==> config.mk <==
export PLATFORM = sky130hd
export DESIGN_NAME = complementary_pwm_phase_counter
export DESIGN_NICKNAME = d
export VERILOG_FILES = /design/src/pwm_pkg.sv /design/src/pair_output.sv /design/src/complementary_pwm_phase_counter.sv
export SDC_FILE = /design/constraint.sdc
export NUM_CORES = 1
export LEC_CHECK = 0
export BUFFER_PORTS_ARGS = -buffer_cell sky130_fd_sc_hd__buf_2
export CAP_MARGIN = 10
export CELL_PAD_IN_SITES_DETAIL_PLACEMENT = 1
export CELL_PAD_IN_SITES_GLOBAL_PLACEMENT = 1
export CORE_MARGIN = 2
export CORE_UTILIZATION = 30
export CTS_BUF_LIST = sky130_fd_sc_hd__clkbuf_4 sky130_fd_sc_hd__clkbuf_8 sky130_fd_sc_hd__clkbuf_16
export CTS_CLUSTER_SIZE = 25
export DETAILED_ROUTE_END_ITERATION = 6
export PLACE_DENSITY_LB_ADDON = 0.3
export SLEW_MARGIN = 25
export SYNTH_ARGS = -nofsm -noshare
export SYNTH_HDL_FRONTEND = slang
export SYNTH_HIERARCHICAL = 1
export SYNTH_SLANG_ARGS = --single-unit
==> constraint.sdc <==
create_clock -name clock_i -period 3.41 [get_ports clock_i]
set_input_delay 0.682 -clock clock_i [delete_from_list [all_inputs] [get_ports clock_i]]
set_output_delay 0.682 -clock clock_i [all_outputs]
set_load 0.01 [all_outputs]
==> src/pwm_pkg.sv <==
package pwm_pkg;
  localparam int unsigned DATA_W = 16;

  // Register byte addresses on the APB slave.
  localparam logic [7:0] ADDR_CTRL = 8'h00;
  localparam logic [7:0] ADDR_STATUS = 8'h04;
  localparam logic [7:0] ADDR_CH3_COUNTER = 8'h08;
  localparam logic [7:0] ADDR_CH4_COUNTER = 8'h0c;
  localparam logic [7:0] ADDR_CH3_LIMIT = 8'h10;
  localparam logic [7:0] ADDR_PAIR1_TR = 8'h14;
  localparam logic [7:0] ADDR_PAIR2_TR = 8'h18;
  localparam logic [7:0] ADDR_PAIR3_TR = 8'h1c;
  localparam logic [7:0] ADDR_PAIR1_BUF = 8'h20;
  localparam logic [7:0] ADDR_PAIR2_BUF = 8'h24;
  localparam logic [7:0] ADDR_PAIR3_BUF = 8'h28;
  localparam logic [7:0] ADDR_CH2_COUNTER = 8'h2c;
  localparam logic [7:0] ADDR_CH2_GEN_A = 8'h30;
  localparam logic [7:0] ADDR_CH2_GEN_B = 8'h34;

  // Control register fields.
  localparam int unsigned CTRL_CMPL_EN = 0;
  localparam int unsigned CTRL_BUF_EN = 1;
  localparam int unsigned CTRL_LEVEL3 = 2;
  localparam int unsigned CTRL_LEVEL4 = 3;
  localparam int unsigned CTRL_PHASE_EN = 4;
  localparam int unsigned CTRL_PHASE_CH = 5;
  localparam int unsigned CTRL_CH2_CLR_A = 7;
  localparam int unsigned CTRL_CH2_CLR_B = 8;
  localparam int unsigned CTRL_W = 9;
  localparam logic [CTRL_W-1:0] CTRL_RESET = 9'h00c;

  // Status register fields; software clears a bit by writing 1 to it.
  localparam int unsigned ST_CH3_MATCH_A = 0;
  localparam int unsigned ST_CH4_OVF = 1;
  localparam int unsigned ST_CH2_MATCH_A = 2;
  localparam int unsigned ST_CH2_MATCH_B = 3;
  localparam int unsigned ST_CH2_OVF = 4;
  localparam int unsigned ST_W = 5;

  localparam logic [DATA_W-1:0] COUNTER_RESET = 16'h0000;
  localparam logic [DATA_W-1:0] LIMIT_RESET = 16'hffff;
  localparam logic [DATA_W-1:0] ZERO16 = 16'h0000;
  localparam logic [DATA_W-1:0] MAX16 = 16'hffff;
  localparam logic [DATA_W-1:0] ONE16 = 16'h0001;
  localparam logic [1:0] PHASE_CHANNEL = 2'h2;
endpackage : pwm_pkg

==> src/pair_output.sv <==
`timescale 1ns/10ps
`default_nettype none
// One complementary output pair with a gap between its two active phases.
module pair_output
  import pwm_pkg::*;
(
  input wire logic clock_i,
  input wire logic resetn_i,
  input wire logic enable_i,
  input wire logic down_i,
  input wire logic match_lead_i,
  input wire logic match_lag_i,
  input wire logic active_high_i,
  output logic out_o,
  output logic out_n_o
);
  logic drive_q;
  logic drive_n_q;
  logic drive;
  logic drive_n;

  // The leading counter switches the waveform and the lagging one its complement, so both rest for the margin.
  always_ff @(posedge clock_i or negedge resetn_i) begin
    if (!resetn_i) begin
      drive_q <= 1'b1;
    end else if (!enable_i) begin
      drive_q <= 1'b1;
    end else if (match_lead_i) begin
      drive_q <= down_i;
    end
  end

  always_ff @(posedge clock_i or negedge resetn_i) begin
    if (!resetn_i) begin
      drive_n_q <= 1'b0;
    end else if (!enable_i) begin
      drive_n_q <= 1'b0;
    end else if (match_lag_i) begin
      drive_n_q <= !down_i;
    end
  end

  // A pin is active only while its partner is off, so even a bad setting cannot overlap them.
  assign drive = drive_q && !drive_n_q;
  assign drive_n = drive_n_q && !drive_q;

  always_ff @(posedge clock_i or negedge resetn_i) begin
    if (!resetn_i) begin
      out_o <= 1'b0;
      out_n_o <= 1'b0;
    end else if (!enable_i) begin
      out_o <= ~active_high_i;
      out_n_o <= ~active_high_i;
    end else begin
      out_o <= drive ~^ active_high_i;
      out_n_o <= drive_n ~^ active_high_i;
    end
  end
endmodule : pair_output
`default_nettype wire

==> src/complementary_pwm_phase_counter.sv <==
`timescale 1ns/10ps
`default_nettype none
module complementary_pwm_phase_counter
  import pwm_pkg::*;
(
  // Clock and reset.
  input wire logic clock_i,
  input wire logic resetn_i,
  // APB slave.
  input wire logic psel_i,
  input wire logic penable_i,
  input wire logic pwrite_i,
  input wire logic [7:0] paddr_i,
  input wire logic [31:0] pwdata_i,
  output logic [31:0] prdata_o,
  output logic pready_o,
  output logic pslverr_o,
  // Quadrature inputs, synchronous to the clock.
  input wire logic quad_in_a_i,
  input wire logic quad_in_b_i,
  // Complementary pair outputs.
  output logic pair1_out_o,
  output logic pair1_out_n_o,
  output logic pair2_out_o,
  output logic pair2_out_n_o,
  output logic pair3_out_o,
  output logic pair3_out_n_o,
  // Status levels.
  output logic match_a_flag_o,
  output logic overflow_flag_o
);
  logic [CTRL_W-1:0] ctrl_q;
  logic [ST_W-1:0] status_q;
  logic [DATA_W-1:0] ch3_counter_q;
  logic [DATA_W-1:0] ch4_counter_q;
  logic [DATA_W-1:0] ch3_limit_reg_q;
  logic [DATA_W-1:0] pair1_transition_reg_q;
  logic [DATA_W-1:0] pair2_transition_reg_q;
  logic [DATA_W-1:0] pair3_transition_reg_q;
  logic [DATA_W-1:0] pair1_buf_q;
  logic [DATA_W-1:0] pair2_buf_q;
  logic [DATA_W-1:0] pair3_buf_q;
  logic [DATA_W-1:0] ch2_counter_q;
  logic [DATA_W-1:0] ch2_general_a_q;
  logic [DATA_W-1:0] ch2_general_b_q;
  logic down_q;
  logic quad_a_q;
  logic quad_b_q;

  logic cmpl_en;
  logic buf_en;
  logic phase_en;
  logic wr_en;
  logic rd_en;
  logic addr_ok;
  logic limit_match;
  logic ch4_underflow;
  logic up_turn;
  logic pair1_lead;
  logic pair1_lag;
  logic pair2_lead;
  logic pair2_lag;
  logic pair3_lead;
  logic pair3_lag;
  logic quad_up;
  logic quad_down;
  logic ch2_match_a;
  logic ch2_match_b;
  logic ch2_wrap;
  logic [DATA_W-1:0] wdata16;

  assign cmpl_en = ctrl_q[CTRL_CMPL_EN];
  assign buf_en = ctrl_q[CTRL_BUF_EN];
  // Phase counting only takes effect when channel two is the selected channel.
  assign phase_en = ctrl_q[CTRL_PHASE_EN] && (ctrl_q[CTRL_PHASE_CH+1:CTRL_PHASE_CH] == PHASE_CHANNEL);
  assign wr_en = psel_i && penable_i && pwrite_i;
  assign rd_en = psel_i && !pwrite_i;
  assign wdata16 = pwdata_i[DATA_W-1:0];

  // A match is the last cycle on the matching value, i.e. when the counter moves on.
  assign limit_match = cmpl_en && !down_q && (ch3_counter_q == ch3_limit_reg_q);
  assign ch4_underflow = cmpl_en && down_q && (ch4_counter_q == ZERO16);
  assign up_turn = limit_match;
  // Counting up, counter three meets each transition point first and counter four the margin later; counting down the order reverses.
  assign pair1_lead = cmpl_en && (ch3_counter_q == pair1_transition_reg_q);
  assign pair1_lag = cmpl_en && (ch4_counter_q == pair1_transition_reg_q);
  assign pair2_lead = cmpl_en && (ch3_counter_q == pair2_transition_reg_q);
  assign pair2_lag = cmpl_en && (ch4_counter_q == pair2_transition_reg_q);
  assign pair3_lead = cmpl_en && (ch3_counter_q == pair3_transition_reg_q);
  assign pair3_lag = cmpl_en && (ch4_counter_q == pair3_transition_reg_q);

  // Quadrature decode from registered levels; the inputs are already synchronous.
  assign quad_up = phase_en && (
      (quad_in_b_i && !quad_b_q && !quad_in_a_i) ||
      (quad_in_a_i && !quad_a_q && quad_in_b_i) ||
      (!quad_in_b_i && quad_b_q && quad_in_a_i) ||
      (!quad_in_a_i && quad_a_q && !quad_in_b_i));
  assign quad_down = phase_en && (
      (quad_in_b_i && !quad_b_q && quad_in_a_i) ||
      (quad_in_a_i && !quad_a_q && !quad_in_b_i) ||
      (!quad_in_b_i && quad_b_q && !quad_in_a_i) ||
      (!quad_in_a_i && quad_a_q && quad_in_b_i));
  assign ch2_match_a = (quad_up || quad_down) && (ch2_counter_q == ch2_general_a_q);
  assign ch2_match_b = (quad_up || quad_down) && (ch2_counter_q == ch2_general_b_q);
  assign ch2_wrap = (quad_up && ch2_counter_q == MAX16) || (quad_down && ch2_counter_q == ZERO16);

  always_ff @(posedge clock_i or negedge resetn_i) begin
    if (!resetn_i) begin
      quad_a_q <= 1'b0;
      quad_b_q <= 1'b0;
    end else begin
      quad_a_q <= quad_in_a_i;
      quad_b_q <= quad_in_b_i;
    end
  end

  always_ff @(posedge clock_i or negedge resetn_i) begin
    if (!resetn_i) begin
      ctrl_q <= CTRL_RESET;
    end else if (wr_en && paddr_i == ADDR_CTRL) begin
      ctrl_q <= pwdata_i[CTRL_W-1:0];
    end
  end

  // Direction is shared by both counters.
  always_ff @(posedge clock_i or negedge resetn_i) begin
    if (!resetn_i) begin
      down_q <= 1'b0;
    end else if (!cmpl_en) begin
      down_q <= 1'b0;
    end else if (limit_match) begin
      down_q <= 1'b1;
    end else if (ch4_underflow) begin
      down_q <= 1'b0;
    end
  end

  // Counter three runs past the limit by one and counter four below zero by one at the turns, then they come back.
  always_ff @(posedge clock_i or negedge resetn_i) begin
    if (!resetn_i) begin
      ch3_counter_q <= COUNTER_RESET;
      ch4_counter_q <= COUNTER_RESET;
    end else if (wr_en && paddr_i == ADDR_CH3_COUNTER) begin
      ch3_counter_q <= wdata16;
    end else if (wr_en && paddr_i == ADDR_CH4_COUNTER) begin
      ch4_counter_q <= wdata16;
    end else if (cmpl_en) begin
      if (!down_q && !limit_match) begin
        ch3_counter_q <= ch3_counter_q + ONE16;
        ch4_counter_q <= ch4_counter_q + ONE16;
      end else if (down_q && !ch4_underflow) begin
        ch3_counter_q <= ch3_counter_q - ONE16;
        ch4_counter_q <= ch4_counter_q - ONE16;
      end else if (limit_match) begin
        ch3_counter_q <= ch3_counter_q + ONE16;
        ch4_counter_q <= ch4_counter_q + ONE16;
      end else begin
        ch3_counter_q <= ch3_counter_q - ONE16;
        ch4_counter_q <= ch4_counter_q - ONE16;
      end
    end
  end

  // Limit and transition registers; buffers reload the transition registers at both turns when enabled.
  always_ff @(posedge clock_i or negedge resetn_i) begin
    if (!resetn_i) begin
      ch3_limit_reg_q <= LIMIT_RESET;
      pair1_transition_reg_q <= LIMIT_RESET;
      pair2_transition_reg_q <= LIMIT_RESET;
      pair3_transition_reg_q <= LIMIT_RESET;
    end else begin
      if (wr_en && paddr_i == ADDR_CH3_LIMIT) begin
        ch3_limit_reg_q <= wdata16;
      end
      if (buf_en && cmpl_en && (up_turn || ch4_underflow)) begin
        pair1_transition_reg_q <= pair1_buf_q;
        pair2_transition_reg_q <= pair2_buf_q;
        pair3_transition_reg_q <= pair3_buf_q;
      end else if (wr_en && paddr_i == ADDR_PAIR1_TR) begin
        pair1_transition_reg_q <= wdata16;
      end else if (wr_en && paddr_i == ADDR_PAIR2_TR) begin
        pair2_transition_reg_q <= wdata16;
      end else if (wr_en && paddr_i == ADDR_PAIR3_TR) begin
        pair3_transition_reg_q <= wdata16;
      end
    end
  end

  always_ff @(posedge clock_i or negedge resetn_i) begin
    if (!resetn_i) begin
      pair1_buf_q <= LIMIT_RESET;
      pair2_buf_q <= LIMIT_RESET;
      pair3_buf_q <= LIMIT_RESET;
    end else if (wr_en && paddr_i == ADDR_PAIR1_BUF) begin
      pair1_buf_q <= wdata16;
    end else if (wr_en && paddr_i == ADDR_PAIR2_BUF) begin
      pair2_buf_q <= wdata16;
    end else if (wr_en && paddr_i == ADDR_PAIR3_BUF) begin
      pair3_buf_q <= wdata16;
    end
  end

  // Channel two: quadrature counting with its own compare and clear selection.
  always_ff @(posedge clock_i or negedge resetn_i) begin
    if (!resetn_i) begin
      ch2_counter_q <= COUNTER_RESET;
    end else if (wr_en && paddr_i == ADDR_CH2_COUNTER) begin
      ch2_counter_q <= wdata16;
    end else if ((ch2_match_a && ctrl_q[CTRL_CH2_CLR_A]) || (ch2_match_b && ctrl_q[CTRL_CH2_CLR_B])) begin
      ch2_counter_q <= ZERO16;
    end else if (quad_up) begin
      ch2_counter_q <= ch2_counter_q + ONE16;
    end else if (quad_down) begin
      ch2_counter_q <= ch2_counter_q - ONE16;
    end
  end

  always_ff @(posedge clock_i or negedge resetn_i) begin
    if (!resetn_i) begin
      ch2_general_a_q <= LIMIT_RESET;
      ch2_general_b_q <= LIMIT_RESET;
    end else if (wr_en && paddr_i == ADDR_CH2_GEN_A) begin
      ch2_general_a_q <= wdata16;
    end else if (wr_en && paddr_i == ADDR_CH2_GEN_B) begin
      ch2_general_b_q <= wdata16;
    end
  end

  // Sticky flags: a set in the same cycle as a write-one clear wins.
  always_ff @(posedge clock_i or negedge resetn_i) begin
    if (!resetn_i) begin
      status_q <= '0;
    end else begin
      if (wr_en && paddr_i == ADDR_STATUS) begin
        status_q <= status_q & ~pwdata_i[ST_W-1:0];
      end
      if (up_turn) begin
        status_q[ST_CH3_MATCH_A] <= 1'b1;
      end
      if (ch4_underflow) begin
        status_q[ST_CH4_OVF] <= 1'b1;
      end
      if (ch2_match_a) begin
        status_q[ST_CH2_MATCH_A] <= 1'b1;
      end
      if (ch2_match_b) begin
        status_q[ST_CH2_MATCH_B] <= 1'b1;
      end
      if (ch2_wrap) begin
        status_q[ST_CH2_OVF] <= 1'b1;
      end
    end
  end

  // Read mux: no wait states, unmapped addresses answer with an error.
  always_comb begin
    addr_ok = 1'b1;
    prdata_o = '0;
    if (paddr_i == ADDR_CTRL) begin
      prdata_o[CTRL_W-1:0] = ctrl_q;
    end else if (paddr_i == ADDR_STATUS) begin
      prdata_o[ST_W-1:0] = status_q;
    end else if (paddr_i == ADDR_CH3_COUNTER) begin
      prdata_o[DATA_W-1:0] = ch3_counter_q;
    end else if (paddr_i == ADDR_CH4_COUNTER) begin
      prdata_o[DATA_W-1:0] = ch4_counter_q;
    end else if (paddr_i == ADDR_CH3_LIMIT) begin
      prdata_o[DATA_W-1:0] = ch3_limit_reg_q;
    end else if (paddr_i == ADDR_PAIR1_TR) begin
      prdata_o[DATA_W-1:0] = pair1_transition_reg_q;
    end else if (paddr_i == ADDR_PAIR2_TR) begin
      prdata_o[DATA_W-1:0] = pair2_transition_reg_q;
    end else if (paddr_i == ADDR_PAIR3_TR) begin
      prdata_o[DATA_W-1:0] = pair3_transition_reg_q;
    end else if (paddr_i == ADDR_PAIR1_BUF) begin
      prdata_o[DATA_W-1:0] = pair1_buf_q;
    end else if (paddr_i == ADDR_PAIR2_BUF) begin
      prdata_o[DATA_W-1:0] = pair2_buf_q;
    end else if (paddr_i == ADDR_PAIR3_BUF) begin
      prdata_o[DATA_W-1:0] = pair3_buf_q;
    end else if (paddr_i == ADDR_CH2_COUNTER) begin
      prdata_o[DATA_W-1:0] = ch2_counter_q;
    end else if (paddr_i == ADDR_CH2_GEN_A) begin
      prdata_o[DATA_W-1:0] = ch2_general_a_q;
    end else if (paddr_i == ADDR_CH2_GEN_B) begin
      prdata_o[DATA_W-1:0] = ch2_general_b_q;
    end else begin
      addr_ok = 1'b0;
    end
    if (!rd_en) begin
      prdata_o = '0;
    end
  end

  assign pready_o = 1'b1;
  assign pslverr_o = psel_i && penable_i && !addr_ok;
  assign match_a_flag_o = status_q[ST_CH3_MATCH_A];
  assign overflow_flag_o = status_q[ST_CH4_OVF];

  // While the mode is on, all six pins are PWM outputs; level select inverts each channel's pairs.
  pair_output u_pair1 (
    .clock_i(clock_i),
    .resetn_i(resetn_i),
    .enable_i(cmpl_en),
    .down_i(down_q),
    .match_lead_i(pair1_lead),
    .match_lag_i(pair1_lag),
    .active_high_i(ctrl_q[CTRL_LEVEL3]),
    .out_o(pair1_out_o),
    .out_n_o(pair1_out_n_o)
  );

  pair_output u_pair2 (
    .clock_i(clock_i),
    .resetn_i(resetn_i),
    .enable_i(cmpl_en),
    .down_i(down_q),
    .match_lead_i(pair2_lead),
    .match_lag_i(pair2_lag),
    .active_high_i(ctrl_q[CTRL_LEVEL4]),
    .out_o(pair2_out_o),
    .out_n_o(pair2_out_n_o)
  );

  pair_output u_pair3 (
    .clock_i(clock_i),
    .resetn_i(resetn_i),
    .enable_i(cmpl_en),
    .down_i(down_q),
    .match_lead_i(pair3_lead),
    .match_lag_i(pair3_lag),
    .active_high_i(ctrl_q[CTRL_LEVEL4]),
    .out_o(pair3_out_o),
    .out_n_o(pair3_out_n_o)
  );
endmodule : complementary_pwm_phase_counter
`default_nettype wire

Word-level counts from Yosys, hierarchy flattened
Index checks and enable logic that the tools add are counted.
Cells by class
  add/sub/neg operators: 6
  equality and inequality tests: 34
  muxes and demuxes: 82
  bitwise operators: 14
  reduce and logical (&&, ||, !) cells: 105
Operators by type and width (count)
  2-to-1 mux 16 bit: 37
  == test 16 bit: 9
  logical AND 1 bit: 59
  adder 16 x 1 -> 16 bit (second input constant): 3
  == test 8 x 6 -> 1 bit (second input constant): 6
  subtractor 16 x 1 -> 16 bit (second input constant): 3
  2-to-1 mux 1 bit: 40
  == test 8 x 5 -> 1 bit (second input constant): 4
  logical NOT 16 bit: 2
  nonzero test 2 bit: 10
  == test 16 bit (second input constant): 1
  == test 8 x 4 -> 1 bit (second input constant): 2
  logical NOT 1 bit: 15
  inequality test 2 x 1 -> 1 bit (second input constant): 6
  2-to-1 mux 11 bit: 1
  logical OR 1 bit: 10
  2-to-1 mux 5 bit: 2
  AND reduction 2 bit: 5
  2-to-1 mux 9 bit: 1
  == test 8 x 3 -> 1 bit (second input constant): 1
  logical NOT 8 bit: 1
  2-to-1 mux 7 bit: 1
  inequality test 2 bit (second input constant): 3
  inverter 1 bit: 6
  7 further kinds: 13
Word-level totals
  bits in registers: 221
  bits of input ports: 47
  logic and storage cells: 274

Longest topological paths before layout
Gate-level depths: netlist of the first run.
  depth after elaboration: 17
  depth in mapped cells: 11
  depth with buffers taken out: 11

Modules after synthesis
The synthesis of the first run kept the hierarchy.
By module, submodules not included
  complementary_pwm_phase_counter: times used 1, cells each 1455, area each 14452.6 um^2, sequential area each 5412.7 um^2
  pair_output: times used 3, cells each 12, area each 161.4 um^2, sequential area each 101.3 um^2

Worst setup path after synthesis of the first run
No wires, ideal clock.
  path kind: input to register
  start point: input port quad_in_a_i
  end point: register ch2_counter_q[14]
  library setup time: 104 ps
  arrival time: 3662 ps
  required time: 3306 ps
  slack: -356 ps
  cell stages on the path: 11
  path through: nand2b_1 > o21ai_0 > o211ai_1 > ha_1 > o21ai_0 > o21bai_1 > a31o_2 > a41oi_1 > o21ai_0 > xnor2_1 > a221oi_1
Between the ends
  longest elaborated chain between the ends: 12
RTL lines
  start, declared: RTL line complementary_pwm_phase_counter.sv:19  | input wire logic quad_in_a_i,
  logical NOT 1 bit or logical AND 1 bit (tied branches)
  logical AND 1 bit, on equally long branches: RTL line complementary_pwm_phase_counter.sv:94, complementary_pwm_phase_counter.sv:95, complementary_pwm_phase_counter.sv:100
  logical OR 1 bit, on equally long branches: RTL line complementary_pwm_phase_counter.sv:94, complementary_pwm_phase_counter.sv:99
  logical OR 1 bit, on equally long branches: RTL line complementary_pwm_phase_counter.sv:95, complementary_pwm_phase_counter.sv:100
  logical OR 1 bit, on equally long branches: RTL line complementary_pwm_phase_counter.sv:96, complementary_pwm_phase_counter.sv:101
  logical AND 1 bit, on equally long branches: RTL line complementary_pwm_phase_counter.sv:93, complementary_pwm_phase_counter.sv:98
  logical OR 1 bit: RTL line complementary_pwm_phase_counter.sv:103, complementary_pwm_phase_counter.sv:104
  logical AND 1 bit, on equally long branches: RTL line complementary_pwm_phase_counter.sv:103, complementary_pwm_phase_counter.sv:104
  logical AND 1 bit: RTL line complementary_pwm_phase_counter.sv:209  | end else if ((ch2_match_a && ctrl_q[CTRL_CH2_CLR_A]) || (ch2_match_b && ctrl_q[CTRL_CH2_CLR_B])) begin
  logical OR 1 bit: RTL line complementary_pwm_phase_counter.sv:209
  2-to-1 mux 16 bit: RTL line complementary_pwm_phase_counter.sv:209
  2-to-1 mux 16 bit: RTL line complementary_pwm_phase_counter.sv:207  | end else if (wr_en && paddr_i == ADDR_CH2_COUNTER) begin
  end signal, assigned: RTL line complementary_pwm_phase_counter.sv:208  | ch2_counter_q <= wdata16;
  end signal, assigned: RTL line complementary_pwm_phase_counter.sv:212  | ch2_counter_q <= ch2_counter_q + ONE16;
  end signal, assigned: RTL line complementary_pwm_phase_counter.sv:214  | ch2_counter_q <= ch2_counter_q - ONE16;
  end, declared: RTL line complementary_pwm_phase_counter.sv:43  | logic [DATA_W-1:0] ch2_counter_q;
Several ways; a longest one is shown, not always the timed one.
A chain may end at the register's enable or synchronous reset.

Worst setup path after layout of the first run
  start point: input port paddr_i[7]
  end point: output port prdata_o[12]
Between the ends
  longest elaborated chain between the ends: 16
RTL lines
  start, declared: RTL line complementary_pwm_phase_counter.sv:13  | input wire logic [7:0] paddr_i,
  == test 8 x 6 -> 1 bit: RTL line complementary_pwm_phase_counter.sv:285  | end else if (paddr_i == ADDR_CH2_GEN_B) begin
  2-to-1 mux 16 bit: RTL line complementary_pwm_phase_counter.sv:285
  2-to-1 mux 16 bit: RTL line complementary_pwm_phase_counter.sv:283  | end else if (paddr_i == ADDR_CH2_GEN_A) begin
  2-to-1 mux 16 bit: RTL line complementary_pwm_phase_counter.sv:281  | end else if (paddr_i == ADDR_CH2_COUNTER) begin
  2-to-1 mux 16 bit: RTL line complementary_pwm_phase_counter.sv:279  | end else if (paddr_i == ADDR_PAIR3_BUF) begin
  2-to-1 mux 16 bit: RTL line complementary_pwm_phase_counter.sv:277  | end else if (paddr_i == ADDR_PAIR2_BUF) begin
  2-to-1 mux 16 bit: RTL line complementary_pwm_phase_counter.sv:275  | end else if (paddr_i == ADDR_PAIR1_BUF) begin
  2-to-1 mux 16 bit: RTL line complementary_pwm_phase_counter.sv:273  | end else if (paddr_i == ADDR_PAIR3_TR) begin
  2-to-1 mux 16 bit: RTL line complementary_pwm_phase_counter.sv:271  | end else if (paddr_i == ADDR_PAIR2_TR) begin
  2-to-1 mux 16 bit: RTL line complementary_pwm_phase_counter.sv:269  | end else if (paddr_i == ADDR_PAIR1_TR) begin
  2-to-1 mux 16 bit: RTL line complementary_pwm_phase_counter.sv:267  | end else if (paddr_i == ADDR_CH3_LIMIT) begin
  2-to-1 mux 16 bit: RTL line complementary_pwm_phase_counter.sv:265  | end else if (paddr_i == ADDR_CH4_COUNTER) begin
  2-to-1 mux 16 bit: RTL line complementary_pwm_phase_counter.sv:263  | end else if (paddr_i == ADDR_CH3_COUNTER) begin
  2-to-1 mux 11 bit: RTL line complementary_pwm_phase_counter.sv:261  | end else if (paddr_i == ADDR_STATUS) begin
  2-to-1 mux 7 bit *: RTL line complementary_pwm_phase_counter.sv:259  | if (paddr_i == ADDR_CTRL) begin
  2-to-1 mux 16 bit *: RTL line complementary_pwm_phase_counter.sv:290  | if (!rd_en) begin
  end, declared: RTL line complementary_pwm_phase_counter.sv:15  | output logic [31:0] prdata_o,
Mark *: on every way between the ends. The rest lies on a longest branch, timed or not.

==> parameters.txt, run 1 <==
Parameter                              Value

Clock network
  Hold-fix buffers, CTS ... 0
  Number of clock sinks ... 221
  Clock tree from TritonCTS ... built
  Clock-pin slew of the registers on the worst-case setup and hold paths ... about 0.060 ns
  Maximum clock path buffer count ... 3
  TritonCTS Buffers ... 28
  Clock latency on the worst-skew pair ... about 0.56 ns
  Number of levels the H-tree was split into ... 1
  Clock root cell ... clkbuf_16

Critical path
  Worst r2r path cells ... 8
  Critical path type ... primary input to output pin
  Critical Path Fanout Max ... 7
  Worst r2r dst ... pair2_transition_reg_q[9]
  Critical Path End Type ... output pin
  Origin of the critical flop-to-flop path ... ch4_counter_q[5]
  Worst setup SP type ... primary input
  Required time of the worst setup path ... between 2 and 3 ns
  Arrival time worst endpoint ... roughly 3 ns
  R2R Setup Slk ... just over 0.3 ns

Global routing
  Pin count of the biggest net entering global routing ... 80
  Wire length of the first global-routing pass ... around 87,000 um
  Antenna violations before repair ... 0
  Global-route usage over all layers ... 0.2264
  Number of global-route vias before repair ... 13,180
  GRT Residual Overflow ... 0

Yosys
  Number of flops mapped to enable cells by yosys ... 0
  Top cells by area in the synthesized netlist ... dfstp_2 26%, mux2_2 14%, dfrtp_1 12%
  Number of flip-flops and latches in the synthesized netlist ... 221
  Cell area after synthesis ... between 10,000 and 15,000 um^2
  Ys async rst share ... 1.000
  Biggest area consumer among synthesized cells ... dfstp_2
  Seq/Total Area, Yosys ... 0.3827
  Number of warning messages in the yosys log ... 6
  Number of instances in the synthesized netlist ... 1,491
  Synthesized area per cell ... around 10 um^2
  Area share of the largest cell type after synthesis ... 0.2621
  Count of unique library cells instantiated by Yosys ... just over 80
  Primary flip-flop cell chosen by synthesis mapping ... dfstp_2
  Most numerous cell types in the synthesized netlist ... 185 x mux2_2, 149 x dfstp_2, 111 x nand2_1
  Most common cell in the synthesized netlist ... mux2_2

Drt
  Detail-routed net length per standard cell ... 25.38 um
  Wirelength, routed ... a little under 60,000 um
  Vias after detailed routing ... around 12,000
  Count of routing violations after the opening detailed-route iteration ... between 800 and 900
  Count of nets left with antenna violations after detail routing ... 0
  Vias per cell ... 5.409
  Length of the first detailed-routing pass in iterations ... 5
  DRC violations left ... 0

Floorplan
  Num ports ... 89
  Floorplan die height ... approximately 230 um
  Floorplan Core Area ... around 49,000 um^2
  Std cell rows ... approximately 80
  Full die area ... 51,590 um^2
  Initial cell density of the core ... 0.3045
  Die Width ... around 230 um

Power
  Largest vdd supply drop ... around 0.28 mV
  Power density over cell area ... between 300 and 400 nW/um^2
  Standby leakage power ... about 0.0075 uW

Placement
  RePlAce Congestion ... roughly 0.94
  IO Port Bufs ... 55
  Half-perimeter wire length after detailed placement ... between 40,000 and 50,000 um
  Placed inst area ... about 17,000 um^2

STA
  Clock tree skew after final layout ... 0.01192 ns
  Number of failing setup endpoints in the final timing report ... 15
  Post-route fraction of the period consumed by the critical path ... 1.081
  Final hold violation count ... 0
  Final min period ... roughly 3.7 ns
  Max-slew violation total from the final report ... 0
  RSZ-0062 raised after global routing ... yes
  Worst-case setup margin in the final layout ... -0.2759 ns
  Max Fclk ... ~270 MHz
  Relative slew slack ... 0.4761
  Tightest Pin Transition ... about 0.8 ns
  Final worst hold slack ... between 0.07 and 0.08 ns

Layout
  Post-route cell area ... 18,110 um^2
  Fin nets ... approximately 1,700
  Inserted Diodes ... 0
  Layout cell share with drive strength beyond 1 ... 0.4240
  Area overhead of the layout relative to synthesis ... 21.27%
  Filler cells ... between 5,000 and 6,000

Outcome
  Violations in the final reports ... negative setup slack
  Outcome ... finished, violations left

Flow run
  Maxcap violations ... 0

Hold path
  HP Class ... primary input to asynchronous set/reset pin
how the worst max path moves through the flow:
| stage | startpoint | to | slack, ns |
|---|---|---|---|
| finish | paddr_i[7] | prdata_o[12] | -0.28 |
| global route | paddr_i[0] | prdata_o[12] | -0.36 |
| CTS | paddr_i[0] | prdata_o[12] | -0.27 |
| detailed placement | paddr_i[1] | prdata_o[12] | -0.43 |
| global placement | paddr_i[1] | prdata_o[11] | -0.37 |
| floorplan | quad_in_a_i | ch2_counter_q[14] | -0.12 |
layer usage:
layer	up-vias	global-route usage	routed length [um]
met5	-	0	0
met4	0	0.06684	1897
met3	89	0.02026	2055
met2	274	0.3969	28840
met1	6424	0.2959	25290
li1	5594	-	-
what timing repair did:
action | CTS | global route
setup buffers | 5 | 10
endpoints found under the setup margin | 16 | 16
pin swaps | 37 | 20
gates cloned | 1 | 0
resized for setup | 77 | 20
stage by stage:
stage | setup TNS, ns | power [uW] | utilization | setup slack [ns] | cells
floorplan | -0.1771 | 3296 | - | -0.1165 | 1506
global placement | -4.315 | 3612 | 0.3400 | -0.3704 | 2226
detailed placement | -4.892 | 3634 | 0.3400 | -0.4260 | 2226
CTS | -2.014 | 6678 | 0.3666 | -0.2665 | 2280
global route | -3.484 | 6845 | 0.3693 | -0.3602 | 2289
finish | -2.171 | 6615 | 0.3693 | -0.2759 | 2289
cells in the final DEF (no fill, tap or decap), types with 9 or more instances in the layout:
cell	instances
buf_6	28
nand3_1	27
mux2_4	20
ha_1	19
a221oi_2	13
o21ai_1	11
nor3_1	24
nor4_1	31
nand4_1	29
clkbuf_8	10
xor2_1	83
xnor2_1	98
o21ai_0	50
buf_2	46
conb_1	17
a31oi_1	10
nor2_1	80
mux2_2	185
buf_4	126
a21oi_1	73
nand2_1	111
dfstp_2	149
clkbuf_16	28
nand2b_1	11
a21o_1	9
o22ai_1	19
a21oi_2	10
mux2i_1	44
dfrtp_1	72
inv_1	14
cell families (layout without fill, tap and decap cells):
group	Yosys count	count (layout)	share of synthesized area
DFF	221	221	0.3827
buffers and inverters	156	275	0.04858
AOI/OAI and AO/OA	286	286	0.1239
xor gates and xnor gates	181	181	0.1061
adders and majority gates	20	20	0.01726
muxes	250	250	0.1906
other	2	17	0.0005028
and+or+nand+nor	375	375	0.1303
cell type report:
class | count | area, um^2 | share of cell area
Tap cell | 664 | 830.8 | 0.04587
Clock buffer | 43 | 875.8 | 0.04835
Multi-Input combinational cell | 1129 | 8907 | 0.4917
Clock inverter | 9 | 63.81 | 0.003523
Timing Repair Buffer | 209 | 1667 | 0.09201
Inverter | 14 | 52.55 | 0.002901
Sequential cell | 221 | 5717 | 0.3156
power by group:
part	leakage (uW)	internal [uW]	switching (uW)	total [uW]
combinational	0.00456	297	451	748
sequential	0.00245	2710	150	2860
clock	0.000467	1770	1240	3010
total	0.00747	4770	1840	6610
worst max-delay path: stages:
cell,delay [ns]
buf_2,0.14
nor4b_2,0.30
and3_1,0.44
buf_4,0.25
a221oi_2,0.05
a21oi_1,0.15
buf_4,0.15
a221o_1,0.12
nor3_2,0.06
a2111oi_2,0.37
buf_4,0.19
buf_6,0.09
Power figures use the tool's default switching activity.
==> run 2, diff against run 1 <==
--- a/config.mk
+++ b/config.mk
@@ -5,14 +5,15 @@
 export SDC_FILE = /design/constraint.sdc
 export NUM_CORES = 1
 export LEC_CHECK = 0
+export ABC_AREA = 1
 export BUFFER_PORTS_ARGS = -buffer_cell sky130_fd_sc_hd__buf_2
 export CAP_MARGIN = 10
-export CELL_PAD_IN_SITES_DETAIL_PLACEMENT = 1
-export CELL_PAD_IN_SITES_GLOBAL_PLACEMENT = 1
+export CELL_PAD_IN_SITES_DETAIL_PLACEMENT = 2
+export CELL_PAD_IN_SITES_GLOBAL_PLACEMENT = 2
 export CORE_MARGIN = 2
 export CORE_UTILIZATION = 30
 export CTS_BUF_LIST = sky130_fd_sc_hd__clkbuf_4 sky130_fd_sc_hd__clkbuf_8 sky130_fd_sc_hd__clkbuf_16
-export CTS_CLUSTER_SIZE = 25
+export CTS_CLUSTER_SIZE = 28
 export DETAILED_ROUTE_END_ITERATION = 6
 export PLACE_DENSITY_LB_ADDON = 0.3
 export SLEW_MARGIN = 25
==> run 2 against run 1 <==
Compared with the run above: the run now ends clean; area after synthesis increased by 3.3%; final area is 1.4% lower; global-route usage is 6.5 points higher; non-clock buffer count fell by 66; count of clock-buffer cells in the layout is 4 lower.
==> parameters.txt, run 2 <==
Parameter                              Value

Yosys
  Most numerous cell types in the synthesized netlist ... 590 x nand2_1, 251 x nand3_1, 216 x o21ai_0
  Most common cell in the synthesized netlist ... nand2_1
  Ys async rst share ... 1.000
  Count of unique library cells instantiated by Yosys ... 51
  Area share of the largest cell type after synthesis ... 0.2538
  Biggest area consumer among synthesized cells ... dfstp_2
  Synthesized area per cell ... between 7 and 8 um^2
  Top cells by area in the synthesized netlist ... dfstp_2 25%, nand2_1 14%, dfrtp_1 12%
  Number of instances in the synthesized netlist ... 2,169
  Primary flip-flop cell chosen by synthesis mapping ... dfstp_2
  Number of flops mapped to enable cells by yosys ... 0
  Seq/Total Area, Yosys ... 0.3706
  Number of flip-flops and latches in the synthesized netlist ... approximately 220
  Cell area after synthesis ... between 15,000 and 20,000 um^2
  Number of warning messages in the yosys log ... 6

Placement
  Cell total after placement ... between 2,000 and 3,000
  IO Port Bufs ... 55
  Half-perimeter wire length after detailed placement ... a little under 60,000 um
  RePlAce Congestion ... about 0.94
  Minimum setup slack after placement ... ~0.057 ns

Critical path
  Arrival time worst endpoint ... 2.61 ns
  Cell at the slowest stage of the critical path ... nand4_1
  Crit path max-delay family ... simple AND/OR/NAND/NOR gates
  Critical Path Fanout Max ... 10
  Critical Path End Type ... output pin
  WP buf/inv ... 5
  CP cell instances ... clkbuf_4, inv_2, nand2_1, nor2_4, nand2_1, buf_12, buf_4, nor2_1, o21bai_1, nand4_1, nand2_1, nand2_1, nand2_1, a21oi_2, buf_2
  Worst setup SP type ... primary input
  R2R Setup Slk ... roughly 0.33 ns
  Cell repeated most along the worst path ... nand2_1
  Crit-path max cell delay ... between 0.15 and 0.2 ns
  Required time of the worst setup path ... about 2.7 ns
  Critical path type ... primary input to output pin

Layout
  Layout cell share with drive strength beyond 1 ... 0.1833
  Fin nets ... around 2,300
  Area overhead of the layout relative to synthesis ... 15.73%
  Final standard cell count with taps included and fillers excluded ... 2,940
  Filler cells ... approximately 6,000
  Commonest non-fill, non-tap cells in the layout ... 588 x nand2_1, 250 x nand3_1, 216 x o21ai_0, 178 x inv_1, 149 x dfstp_2
  Most common cell after layout, fill and taps aside ... nand2_1

Floorplan
  Floorplan Core Area ... approximately 51,000 um^2
  Die Width ... 230.8 um
  Std cell rows ... a little over 80
  Floorplan die height ... roughly 230 um
  Full die area ... between 50,000 and 60,000 um^2
  Initial cell density of the core ... 0.3019
  Num ports ... between 80 and 90

Outcome
  Outcome ... finished clean

STA
  Max-slew violation total from the final report ... 0
  Worst-case setup margin in the final layout ... 0.1219 ns
  Number of failing setup endpoints in the final timing report ... 0
  Tightest Pin Transition ... 0.9770 ns
  Post-route fraction of the period consumed by the critical path ... 0.9643
  Final hold violation count ... 0
  Max Fclk ... between 300 and 400 MHz
  Final min period ... around 3.3 ns
  Relative slew slack ... 0.3487
  Clock tree skew after final layout ... between 0.02 and 0.025 ns
  RSZ-0062 raised after global routing ... yes

Global routing
  Number of global-route vias before repair ... between 15,000 and 20,000
  GRT Residual Overflow ... 0
  Antenna violations before repair ... 1
  Global-route usage over all layers ... 0.2913
  Pin count of the biggest net entering global routing ... 97
  Wire length of the first global-routing pass ... 116,500 um

Clock network
  Maximum clock path buffer count ... 3
  Number of levels the H-tree was split into ... 1
  Number of clock sinks ... 221
  TritonCTS Buffers ... 29
  Clock-pin slew of the registers on the worst-case setup and hold paths ... about 0.060 ns
  Clock latency on the worst-skew pair ... around 0.6 ns
  Clock tree from TritonCTS ... built
  Clock root cell ... clkbuf_16

Power
  Standby leakage power ... between 0.007 and 0.008 uW
  Power density over cell area ... around 440 nW/um^2
  Largest vdd supply drop ... ~0.38 mV
  Overall power ... 7885 uW

Drt
  Vias per cell ... about 5.6
  Detail-routed net length per standard cell ... 26.48 um
  Vias after detailed routing ... between 15,000 and 20,000
  Wirelength, routed ... ~78,000 um
  Count of routing violations after the opening detailed-route iteration ... 1,039
  Length of the first detailed-routing pass in iterations ... 5
  Count of nets left with antenna violations after detail routing ... 0
  DRC violations left ... 0

Hold path
  HP Class ... primary input to asynchronous set/reset pin

Flow run
  Maxcap violations ... 0
-- run 2: cell type report --
class / instances / area, um^2 / area share
Tap cell: 680 / 850.8 / 0.04766
Sequential cell: 221 / 5717 / 0.3202
Multi-Input combinational cell: 1640 / 8389 / 0.4699
Timing Repair Buffer: 143 / 1111 / 0.06224
Antenna cell: 1 / 2.502 / 0.0001402
Clock buffer: 39 / 832.0 / 0.04661
Clock inverter: 15 / 195.2 / 0.01093
Inverter: 201 / 754.5 / 0.04226
-- run 2: per-layer routing --
metal  wire length, um  track usage  vias to the layer above
li1                  -            -                     7380
met1             33180       0.3686                     8562
met2             38550       0.5096                      410
met3              2818      0.03039                      121
met4              3294       0.1099                        0
met5                 0            0                        -
-- run 2: kinds of logic (layout without fill, tap and decap cells) --
logic type      count (synthesis)  count (layout)  synth area share
xor+xnor                       97              97           0.05507
fa+ha+maj                      20              20           0.01671
compound gates                434             434            0.1592
other cells                     2              18         0.0004868
buf+inv                       323             398           0.09190
flops                         221             221            0.3706
simple gates                 1072            1072            0.3060
-- run 2: final timing paths --
path                                   from                        end  depth (start not counted)
hold reg to reg              pair2_buf_q[8]             pair2_buf_q[8]                          2
setup / recovery                 paddr_i[2]                prdata_o[8]                         15
hold / removal                     resetn_i              u_pair1/out_o                          1
max in group asynchronous          resetn_i         ch2_general_b_q[9]                          2
setup reg to reg           ch4_counter_q[3]  pair2_transition_reg_q[1]                          9
min in group clock_i            quad_in_b_i                   quad_b_q                          1
-- run 2: report_power, final --
part,internal (uW),switching (uW)
Combinational,476,996
Clock,2020,1350
Sequential,2760,281
-- run 2: metrics by stage --
stage / utilization / hold WS [ns] / TNS, ns / instance area, um^2
CTS: 0.3482 / 0.1572 / 0 / 17790
detailed placement: 0.3281 / 0.4775 / 0 / 16760
global route: 0.3493 / 0.1895 / -0.05239 / 17850
floorplan: - / 0.3864 / 0 / 15480
global placement: 0.3281 / 0.4696 / 0 / 16760
finish: 0.3494 / 0.1199 / 0 / 17850
-- run 2: worst reg2reg max path, cell delays in order (launching register included) --
cell and delay, ns:
dfrtp_1 0.54, inv_1 0.32, nand3_1 0.20, nor3_1 0.22, nand4_1 0.30, nand2_1 0.25, nand2_4 0.10, inv_2 0.69
nand2_1 0.24, nand3_1 0.16
-- run 2: timing repair --
| item | 4_1_cts | 5_1_grt |
|---|---|---|
| hold buffers | 0 | 0 |
| gates resized for setup | 0 | 13 |
| endpoints found under the setup margin | 0 | 11 |
| buffers inserted | 0 | 2 |
| hold endpoints to repair | 0 | 0 |
